File: config.mk
export PLATFORM = sky130hd
export DESIGN_NAME = wdt_ctrl
export DESIGN_NICKNAME = d
export VERILOG_FILES = /design/src/wdt_pkg.sv /design/src/wdt_ctrl.sv /design/src/wdt_tick_counter.sv
export SDC_FILE = /design/constraint.sdc
export NUM_CORES = 1
export LEC_CHECK = 0
export BUFFER_PORTS_ARGS = -buffer_cell sky130_fd_sc_hd__clkbuf_2
export CAP_MARGIN = 40
export CORE_ASPECT_RATIO = 1.5
export CORE_MARGIN = 8
export CORE_UTILIZATION = 50
export DETAILED_ROUTE_END_ITERATION = 8
export GPL_ROUTABILITY_DRIVEN = 1
export HOLD_SLACK_MARGIN = 0.12
export PLACE_DENSITY = 0.72
export SYNTH_ARGS = -nofsm -noshare
export SYNTH_HDL_FRONTEND = slang
export SYNTH_HIERARCHICAL = 1
export SYNTH_SLANG_ARGS = --single-unit
File: constraint.sdc
create_clock -name clk_sys_i -period 10.9 [get_ports clk_sys_i]
set_input_delay 0.545 -clock clk_sys_i [delete_from_list [all_inputs] [get_ports clk_sys_i]]
set_output_delay 0.545 -clock clk_sys_i [all_outputs]
set_load 0.01 [all_outputs]
File: src/wdt_pkg.sv
// constants, field layout and exponent decoding for the watchdog control block
// Contract
// - timeout nmi sets nmi flag; one clears
// - timeout irq sets irq flag; one clears
// - four-bit read/write irq routing field
// - timeout equals two-power-exponent counting clock ticks
// - zero count field has no exponent
// - count external 14.318MHz or internal 12.5MHz
// - timer runs only while enable set
// - two-bit action field picks reset, nmi, irq
// - timeout reset sets reset flag; one clears
package wdt_pkg;

  // ****************************************
  // register bus
  // ****************************************
  localparam int unsigned ADDR_W = 8;                    // byte address width
  localparam int unsigned DATA_W = 24;                   // control register width
  localparam logic [ADDR_W-1:0] CTRL_ADDR = 8'h44;       // watchdog_timer_control
  localparam logic [ADDR_W-1:0] AUX_ADDR  = 8'h60;       // clock source and status
  localparam logic [DATA_W-1:0] CTRL_RESET = 24'h000002; // enable off, exponent 20
  localparam logic [DATA_W-1:0] RD_ZERO   = 24'h000000;  // unmapped read answer

  // ****************************************
  // field positions
  // ****************************************
  localparam int unsigned RUN_EN_BIT   = 23;             // watchdog_run_enable
  localparam int unsigned ACT_HI       = 22;             // timeout_action_select
  localparam int unsigned ACT_LO       = 21;
  localparam int unsigned RST_FLAG_BIT = 20;             // watchdog_reset_flag
  localparam int unsigned NMI_FLAG_BIT = 19;             // nmi_timeout_flag
  localparam int unsigned IRQ_FLAG_BIT = 18;             // irq_timeout_flag
  localparam int unsigned ROUTE_HI     = 11;             // irq_route_select
  localparam int unsigned ROUTE_LO     = 8;
  localparam int unsigned COUNT_HI     = 7;              // timeout_count_setting
  localparam int unsigned COUNT_LO     = 0;
  localparam int unsigned SRC_BIT      = 0;              // aux: 1 selects external clock
  localparam int unsigned ACTIVE_BIT   = 1;              // aux: timer counting, read only

  // ****************************************
  // action codes
  // ****************************************
  localparam logic [1:0] ACT_RESET = 2'h0;               // reset the cpu
  localparam logic [1:0] ACT_NMI   = 2'h1;               // nmi, reset if already flagged
  localparam logic [1:0] ACT_IRQ   = 2'h2;               // irq, reset if already flagged

  // ****************************************
  // timing
  // ****************************************
  localparam int unsigned SYS_CLK_KHZ = 100000;          // system clock rate
  localparam int unsigned INT_OSC_KHZ = 12500;           // internal counting clock
  localparam int unsigned EXT_OSC_KHZ = 14318;           // external oscillator pin
  localparam int unsigned INT_DIV     = SYS_CLK_KHZ / INT_OSC_KHZ;
  localparam int unsigned DIV_W       = 3;               // holds INT_DIV - 1
  localparam logic [DIV_W-1:0] DIV_LAST = DIV_W'(INT_DIV - 1);
  localparam int unsigned TIMER_W     = 27;              // holds two to the 26
  localparam int unsigned EXP_W       = 5;
  localparam logic [EXP_W-1:0] EXP_LOW  = 5'h0a;         // exponent for bit 0
  localparam logic [EXP_W-1:0] EXP_BIT1 = 5'h14;         // exponent for bit 1

  // lowest set bit wins; zero field gives no exponent
  function automatic logic [EXP_W:0] exp_decode(input logic [7:0] cnt);
    logic [EXP_W:0] res;
    res = '0;
    for (int i = 7; i >= 1; i--)
    begin
      if (cnt[i])
      begin
        res = {1'b1, EXP_BIT1 + EXP_W'(i - 1)};
      end
    end
    if (cnt[0])
    begin
      res = {1'b1, EXP_LOW};
    end
    return res;
  endfunction

endpackage

File: src/wdt_ctrl.sv
// watchdog control register: flags, routing, count setting and timeout actions
`timescale 1ns/1ps
module wdt_ctrl
  import wdt_pkg::*;
(
  input  wire logic              clk_sys_i,     // system clock, 100 MHz
  input  wire logic              reset_n_i,     // synchronous reset, active low
  input  wire logic [ADDR_W-1:0] addr_i,        // register byte address
  input  wire logic [DATA_W-1:0] wr_data_i,     // write data
  input  wire logic              wr_i,          // write strobe
  input  wire logic              rd_i,          // read strobe
  output logic      [DATA_W-1:0] rd_data_o,     // read data, cycle after rd_i
  input  wire logic              ext_osc_i,     // external counting clock pin
  output logic                   cpu_reset_o,   // cpu reset pulse
  output logic                   nmi_o,         // nmi pulse
  output logic                   irq_o,         // watchdog irq pulse
  output logic      [3:0]        irq_route_o    // irq line the request goes to
);

  // ****************************************
  // register state
  // ****************************************
  logic       run_en_r;                          // watchdog_run_enable
  logic [1:0] action_r;                          // timeout_action_select
  logic       reset_flag_r;                      // watchdog_reset_flag
  logic       nmi_flag_r;                        // nmi_timeout_flag
  logic       irq_flag_r;                        // irq_timeout_flag
  logic [3:0] route_r;                           // irq_route_select
  logic [7:0] count_set_r;                       // timeout_count_setting
  logic       src_ext_r;                         // 1: external oscillator
  logic       ctrl_wr;                           // write hits control register
  logic       aux_wr;                            // write hits aux register
  logic       expired;                           // timeout pulse from counter
  logic       ev_reset;                          // timeout resolves to reset
  logic       ev_nmi;                            // timeout resolves to nmi
  logic       ev_irq;                            // timeout resolves to irq
  logic [EXP_W:0] exponent;                      // decoded count setting

  // address decoding
  always_comb
  begin
    ctrl_wr = 1'b0;
    aux_wr  = 1'b0;
    if (wr_i && addr_i == CTRL_ADDR)
    begin
      ctrl_wr = 1'b1;
    end
    else if (wr_i && addr_i == AUX_ADDR)
    begin
      aux_wr = 1'b1;
    end
  end

  // plain read/write fields; a control write also services the timer
  always_ff @(posedge clk_sys_i)
  begin
    if (!reset_n_i)
    begin
      run_en_r    <= CTRL_RESET[RUN_EN_BIT];
      action_r    <= CTRL_RESET[ACT_HI:ACT_LO];
      route_r     <= CTRL_RESET[ROUTE_HI:ROUTE_LO];
      count_set_r <= CTRL_RESET[COUNT_HI:COUNT_LO];
    end
    else if (ctrl_wr)
    begin
      run_en_r    <= wr_data_i[RUN_EN_BIT];
      action_r    <= wr_data_i[ACT_HI:ACT_LO];
      route_r     <= wr_data_i[ROUTE_HI:ROUTE_LO];
      count_set_r <= wr_data_i[COUNT_HI:COUNT_LO];
    end
  end

  assign irq_route_o = route_r;
  a_route_write: assert property (@(posedge clk_sys_i) disable iff (!reset_n_i)
    ctrl_wr |=> irq_route_o == $past(wr_data_i[ROUTE_HI:ROUTE_LO]))
    else $error("routing field not taken from write");

  // ****************************************
  // counting clock sources
  // ****************************************
  logic [2:0]       osc_sync_r;                  // pin synchroniser, stage 0 first
  logic             osc_level_r;                 // pin level once late stages agree
  logic             osc_agree;                   // stages 1 and 2 hold one value
  logic [DIV_W-1:0] div_r;                       // internal clock divider
  logic             int_tick;                    // one internal clock period
  logic             ext_tick;                    // one external clock period
  logic             tick;                        // selected counting tick

  // external pin, three stages; a level counts once stages 1 and 2 agree
  always_ff @(posedge clk_sys_i)
  begin
    if (!reset_n_i)
    begin
      osc_sync_r  <= 3'h0;
      osc_level_r <= 1'b0;
    end
    else
    begin
      osc_sync_r  <= {osc_sync_r[1:0], ext_osc_i};
      // a short disagreement between the late stages is never counted
      osc_level_r <= osc_agree ? osc_sync_r[2] : osc_level_r;
    end
  end

  assign osc_agree = (osc_sync_r[1] == osc_sync_r[2]);
  assign ext_tick  = osc_agree & osc_sync_r[2] & ~osc_level_r;

  always_ff @(posedge clk_sys_i)
  begin
    if (!reset_n_i || div_r == DIV_LAST)
    begin
      div_r <= '0;
    end
    else
    begin
      div_r <= div_r + DIV_W'(1);
    end
  end

  assign int_tick = (div_r == DIV_LAST);
  a_int_tick_rate: assert property (@(posedge clk_sys_i) disable iff (!reset_n_i)
    int_tick |=> (!int_tick)[*7] ##1 int_tick)
    else $error("internal counting clock not one in eight");

  // source select; aux write restarts so no stale count mixes sources
  always_ff @(posedge clk_sys_i)
  begin
    if (!reset_n_i)
    begin
      src_ext_r <= 1'b0;
    end
    else if (aux_wr)
    begin
      src_ext_r <= wr_data_i[SRC_BIT];
    end
  end

  assign tick = src_ext_r ? ext_tick : int_tick;

  // ****************************************
  // timeout counter
  // ****************************************
  // lowest set bit picks exponent
  assign exponent = exp_decode(count_set_r);
  a_exp_decode: assert property (@(posedge clk_sys_i) disable iff (!reset_n_i)
    count_set_r[0] |-> exponent == {1'b1, EXP_LOW})
    else $error("bit zero of count setting not exponent ten");

  wdt_tick_counter wdt_tick_counter_inst (
    .clk_sys_i  (clk_sys_i),
    .reset_n_i  (reset_n_i),
    .run_i      (run_en_r),
    .restart_i  (ctrl_wr || aux_wr),
    .tick_i     (tick),
    .exponent_i (exponent),
    .expired_o  (expired)
  );
  a_timer_stopped: assert property (@(posedge clk_sys_i) disable iff (!reset_n_i)
    (!run_en_r)[*2] |-> !expired)
    else $error("timeout while watchdog disabled");

  // ****************************************
  // timeout action
  // ****************************************
  // resolve action from field and flag
  always_comb
  begin
    ev_reset = 1'b0;
    ev_nmi   = 1'b0;
    ev_irq   = 1'b0;
    case (action_r)
      ACT_RESET: ev_reset = expired;
      ACT_NMI:
      begin
        ev_nmi   = expired & ~nmi_flag_r;
        ev_reset = expired &  nmi_flag_r;
      end
      ACT_IRQ:
      begin
        ev_irq   = expired & ~irq_flag_r;
        ev_reset = expired &  irq_flag_r;
      end
      // reserved setting: timeout is ignored
      default: ev_reset = 1'b0;
    endcase
  end

  // pulses registered so the cpu sees clean one-cycle outputs
  always_ff @(posedge clk_sys_i)
  begin
    if (!reset_n_i)
    begin
      cpu_reset_o <= 1'b0;
      nmi_o       <= 1'b0;
      irq_o       <= 1'b0;
    end
    else
    begin
      cpu_reset_o <= ev_reset;
      nmi_o       <= ev_nmi;
      irq_o       <= ev_irq;
    end
  end
  a_flagged_reset: assert property (@(posedge clk_sys_i) disable iff (!reset_n_i)
    expired && ((action_r == ACT_NMI && nmi_flag_r) || (action_r == ACT_IRQ && irq_flag_r))
    |=> cpu_reset_o && !nmi_o && !irq_o)
    else $error("second timeout did not reset");

  // ****************************************
  // sticky flags, set beats write-one clear
  // ****************************************
  // nmi flag set and clear
  always_ff @(posedge clk_sys_i)
  begin
    if (!reset_n_i)
    begin
      nmi_flag_r <= CTRL_RESET[NMI_FLAG_BIT];
    end
    else
    begin
      nmi_flag_r <= ev_nmi | (nmi_flag_r & ~(ctrl_wr & wr_data_i[NMI_FLAG_BIT]));
    end
  end
  a_nmi_flag_set: assert property (@(posedge clk_sys_i) disable iff (!reset_n_i)
    expired && action_r == ACT_NMI && !nmi_flag_r |=> nmi_flag_r && nmi_o && !cpu_reset_o)
    else $error("nmi timeout did not flag and raise nmi");
  a_nmi_flag_clear: assert property (@(posedge clk_sys_i) disable iff (!reset_n_i)
    ctrl_wr && wr_data_i[NMI_FLAG_BIT] && !ev_nmi |=> !nmi_flag_r)
    else $error("write one did not clear nmi flag");

  always_ff @(posedge clk_sys_i)
  begin
    if (!reset_n_i)
    begin
      irq_flag_r <= CTRL_RESET[IRQ_FLAG_BIT];
    end
    else
    begin
      irq_flag_r <= ev_irq | (irq_flag_r & ~(ctrl_wr & wr_data_i[IRQ_FLAG_BIT]));
    end
  end
  a_irq_flag_set: assert property (@(posedge clk_sys_i) disable iff (!reset_n_i)
    expired && action_r == ACT_IRQ && !irq_flag_r |=> irq_flag_r && irq_o && !cpu_reset_o)
    else $error("irq timeout did not flag and raise irq");

  always_ff @(posedge clk_sys_i)
  begin
    if (!reset_n_i)
    begin
      reset_flag_r <= CTRL_RESET[RST_FLAG_BIT];
    end
    else
    begin
      reset_flag_r <= ev_reset | (reset_flag_r & ~(ctrl_wr & wr_data_i[RST_FLAG_BIT]));
    end
  end
  a_reset_flag: assert property (@(posedge clk_sys_i) disable iff (!reset_n_i)
    expired && action_r == ACT_RESET |=> cpu_reset_o && reset_flag_r)
    else $error("reset timeout did not pulse and flag");

  // ****************************************
  // read back
  // ****************************************
  // data stands one cycle only; unmapped and idle cycles read zero
  always_ff @(posedge clk_sys_i)
  begin
    rd_data_o <= RD_ZERO;
    if (reset_n_i && rd_i && addr_i == CTRL_ADDR)
    begin
      rd_data_o[RUN_EN_BIT]        <= run_en_r;
      rd_data_o[ACT_HI:ACT_LO]     <= action_r;
      rd_data_o[RST_FLAG_BIT]      <= reset_flag_r;
      rd_data_o[NMI_FLAG_BIT]      <= nmi_flag_r;
      rd_data_o[IRQ_FLAG_BIT]      <= irq_flag_r;
      rd_data_o[ROUTE_HI:ROUTE_LO] <= route_r;
      rd_data_o[COUNT_HI:COUNT_LO] <= count_set_r;
    end
    else if (reset_n_i && rd_i && addr_i == AUX_ADDR)
    begin
      rd_data_o[SRC_BIT]    <= src_ext_r;
      rd_data_o[ACTIVE_BIT] <= run_en_r & exponent[EXP_W];
    end
  end

endmodule

File: src/wdt_tick_counter.sv
// timeout counter that fires after two to the exponent counting ticks
`timescale 1ns/1ps
module wdt_tick_counter
  import wdt_pkg::*;
(
  input  wire logic             clk_sys_i,    // system clock
  input  wire logic             reset_n_i,    // synchronous reset, active low
  input  wire logic             run_i,        // count only while high
  input  wire logic             restart_i,    // clear the count
  input  wire logic             tick_i,       // one counting clock period
  input  wire logic [EXP_W:0]   exponent_i,   // valid flag above exponent
  output logic                  expired_o     // one-cycle timeout pulse
);

  logic [TIMER_W-1:0] count_r;                // ticks seen so far
  logic [TIMER_W-1:0] terminal;               // ticks to timeout
  logic               exp_ok;                 // exponent is usable

  assign exp_ok   = exponent_i[EXP_W];
  assign terminal = TIMER_W'(1) << exponent_i[EXP_W-1:0];

  // ****************************************
  // count and fire
  // ****************************************
  // count to terminal
  always_ff @(posedge clk_sys_i)
  begin
    if (!reset_n_i || restart_i)
    begin
      count_r   <= '0;
      expired_o <= 1'b0;
    end
    // stopped when disabled, stopped without exponent
    else if (run_i && exp_ok && tick_i)
    begin
      // wrap to zero so the timer keeps firing until serviced
      if (count_r == terminal - TIMER_W'(1))
      begin
        count_r   <= '0;
        expired_o <= 1'b1;
      end
      else
      begin
        count_r   <= count_r + TIMER_W'(1);
        expired_o <= 1'b0;
      end
    end
    else
    begin
      expired_o <= 1'b0;
    end
  end

  // ****************************************
  // checks
  // ****************************************
  // fires only at terminal
  a_fire_wraps: assert property (@(posedge clk_sys_i) disable iff (!reset_n_i)
    expired_o |-> count_r == '0 && $past(count_r) == $past(terminal) - TIMER_W'(1))
    else $error("timeout fired away from terminal count");

  a_zero_count: assert property (@(posedge clk_sys_i) disable iff (!reset_n_i)
    (!exp_ok)[*2] |-> !expired_o)
    else $error("timeout fired with zero count setting");

endmodule
==> results.py <==
metrics = {
    "synthesis": {
        "yosysSeqAreaShare_pct": 36.11,
        "synthFlopType": "dfxtp_1",
        "synth_seq_cells": 75,
        "synth_simple_gate_area_share_pct": 30.39,
        "synth_common_cells": "dfxtp_1, nand2_1, nor3_1",
        "synth_adder_area_share_pct": 2.708,
        "synth_top_family_by_area": "simple AND/OR/NAND/NOR gates",
        "synthCells": 486,
        "synth_compound_area_share_pct": 11.10,
        "synth.most_common_cell": "dfxtp_1",
        "synthXorXnorAreaFrac_pct": 8.215,
        "async_flop_share_pct": 0,
        "synth_area_leaders": "dfxtp_1, nand2_1, xor2_1",
        "yosys_warnings": 6,
        "synth_area_um2": 4158,
        "yosysTopAreaCell": "dfxtp_1",
        "synthDistinctLibCells": 68,
        "synth_mux_area_share_pct": 4.875,
        "synth-edff-count": 0,
        "avgSynthCellArea_um2": 8.555,
        "yosysTopAreaCellShare_pct": 36.11,
    },
    "layout": {
        "multiInputGateArea_um2": 2414,
        "register_area_um2": 1501,
        "n_fill_cell": 754,
        "final_area_um2": 4726,
        "fin_nets": 572,
        "n_antenna_cell": 0,
        "drive_above_1_share_pct": 18.46,
        "layout.cells.non_filler": 638,
        "syn2layout_area_growth_pct": 13.66,
    },
    "critical_path": {
        "critPathMostFrequentCell": "nand2_1",
        "crit_path_end": "wdt_tick_counter_inst/expired_o",
        "crit_slowest_cell": "nor4_1",
        "r2r_cells": 15,
        "rrSetupSlack_ns": 5.95,
        "max_stage_delay_ns": 0.74,
        "r2r-end": "wdt_tick_counter_inst/expired_o",
        "r2r_start": "count_set_r[1]",
        "arrival_ns": 5.22,
        "cp-end-kind": "flop",
        "critPathKind": "reg2reg",
        "path_cells": "nor4_1, nand2b_1, nand2_1, or3_1, nor2_1, nand2_1, ha_1, or4_4, o21ai_0, a221o_1, a2111oi_2, nand4_1, nor4_4, buf_4, and2_1",
        "worstPathMaxFanout": 26,
        "cp_data_required_time_ns": 11.16,
        "worstSetupStartpoint": "count_set_r[1]",
        "startpoint_type": "flop",
    },
    "placement": {
        "dp_cells": 622,
        "place_congestion": 0.9184,
        "hpwl_um": 7390,
        "detailed_place.area_um2": 4429,
        "io_buffer_count": 55,
    },
    "route": {
        "drtPass1Iterations": 5,
        "drt_iter0_markers": 145,
        "wl_per_cell_um": 15.55,
        "vias": 3584,
        "antenna_left": 0,
        "viasPerCell": 5.618,
        "finalWirelength_um": 9922,
        "drc": 0,
    },
    "die": {
        "core_area_um2": 8259,
        "pin_count": 68,
        "rows": 41,
        "dieArea_um2": 11550,
        "start_util_pct": 50.34,
        "die_x_um": 90.46,
        "die_y_um": 127.7,
    },
    "grt": {
        "grt_pass1_vias": 3478,
        "grt_overflow": 0,
        "grt_max_degree": 48,
        "busiest_layer": "met2",
        "antenna_found_initial": 0,
        "met2_usage_pct": 31.57,
        "track_usage_pct": 17.35,
        "use_met1_pct": 18.13,
        "grt_pass1_wl_um": 16400,
        "grtUsageMet3_pct": 4.924,
    },
    "timing": {
        "worst_pin_slew_ns": 0.8798,
        "fin_skew_ns": 0.004626,
        "grt_setup_unrepaired": "false",
        "fin_crit_sh_pct": 45.44,
        "maxSlewViolCount": 0,
        "setup_tns_ns": 0,
        "slew-limit-headroom_pct": 41.21,
        "fin_crit_ns": 4.953,
        "fmax_ghz": 0.2019,
        "setup_viol": 0,
        "hold_viol_final": 0,
        "whs_ns": 0.4183,
    },
    "clock_tree": {
        "clk_latency_ns": 0.33,
        "cts_max_path_buffers": 2,
        "clock_sinks": 75,
        "path_clk_slew_ns": 0.06,
        "cts_root_buf": "clkbuf_16",
        "cts_htree_levels": 3,
        "ctsResizeCount": 0,
        "cts_setup_buffers": 0,
        "cts_tree": "built",
        "postCtsHoldBufs": 0,
        "numCtsBuffers": 9,
    },
    "pwr": {
        "leakagePower_nw": 1.770,
        "ir_drop_v": 0.0001077,
        "finalPower_mw": 0.5876,
        "powerDensity_nw_per_um2": 124.3,
    },
    "outcome": {
        "outcome": "finished, final reports clean",
    },
    "min_path": {
        "hold_depth": 2,
        "hp-class": "in2reg",
    },
    "run": {
        "cap_viol_max_count": 0,
    },
}
==> per-stage QoR <==
step           setup slack, ns  utilization [%]
2_1_floorplan            6.843                -
3_3_place_gp             6.085            53.45
3_5_place_dp             6.004            53.63
4_1_cts                  5.933            57.22
5_1_grt                  5.487            57.22
6_report                 5.947            57.22
==> cells in the final DEF (no fill, tap or decap), types with 6 or more instances in the layout <==
| cell type | n |
|---|---|
| xnor2_1 | 15 |
| mux2i_1 | 18 |
| a21oi_1 | 16 |
| buf_4 | 6 |
| nor2b_1 | 14 |
| inv_1 | 12 |
| and2_1 | 16 |
| nand2_1 | 56 |
| nand3_1 | 22 |
| xor2_1 | 24 |
| and3_1 | 11 |
| nor3_1 | 32 |
| conb_1 | 6 |
| o21ai_0 | 17 |
| nand2b_1 | 6 |
| ha_1 | 9 |
| nand4_1 | 8 |
| nor2_1 | 17 |
| clkbuf_16 | 9 |
| clkbuf_2 | 55 |
| dfxtp_1 | 75 |
==> cell type report <==
cell class	instances	share of cell area, %
Clock inverter	3	0.9796
Sequential cell	75	31.77
Inverter	12	0.9531
Timing Repair Buffer	62	7.096
Multi-Input combinational cell	366	51.07
Tap cell	107	2.833
Clock buffer	13	5.295
==> report_power, final <==
part           switching [mW]  internal [mW]
logic                  0.0110        0.00809
registers            0.000651          0.276
clock network           0.108          0.184
==> flip-flops by register name, indices dropped and copies added, names as in the netlist, 2 cells and up <==
| signal | count |
|---|---|
| wdt_tick_counter_inst/count_r | 27 |
| rd_data_o | 18 |
| count_set_r | 8 |
| irq_route_o | 4 |
| div_r | 3 |
| osc_sync_r | 3 |
| action_r | 2 |
==> worst min path at each step <==
stage / startpoint / end / slack [ns]
2_1_floorplan: div_r[0] / div_r[0] / 0.40
3_3_place_gp: div_r[0] / div_r[0] / 0.41
3_5_place_dp: div_r[0] / div_r[0] / 0.43
4_1_cts: ext_osc_i / osc_sync_r[0] / 0.41
5_1_grt: ext_osc_i / osc_sync_r[0] / 0.42
6_report: ext_osc_i / osc_sync_r[0] / 0.42
==> critical path: cells and delay by family, from the launching register on <==
kind | cells | cell delay [ns]
compound gates | 3 | 0.79
fa+ha+maj | 1 | 0.56
buf+inv | 1 | 0.31
flops | 1 | 0.36
simple gates | 10 | 2.86
==> routing by layer <==
metal | vias to the layer above | wire length (um)
met3 | 16 | 474
met4 | 0 | 231
met2 | 94 | 5166
met1 | 1691 | 4050
met5 | - | 0
li1 | 1783 | -
==> cells by family (layout without fill, tap and decap cells) <==
logic type	count (synthesis)	after routing
and+or+nand+nor	223	223
DFF	75	75
AOI/OAI and AO/OA	69	69
buffers and inverters	50	90
xor gates and xnor gates	39	39
muxes	20	20
adders and majority gates	9	9
other	1	6
No activity file was read; power rests on OpenSTA's default activity.
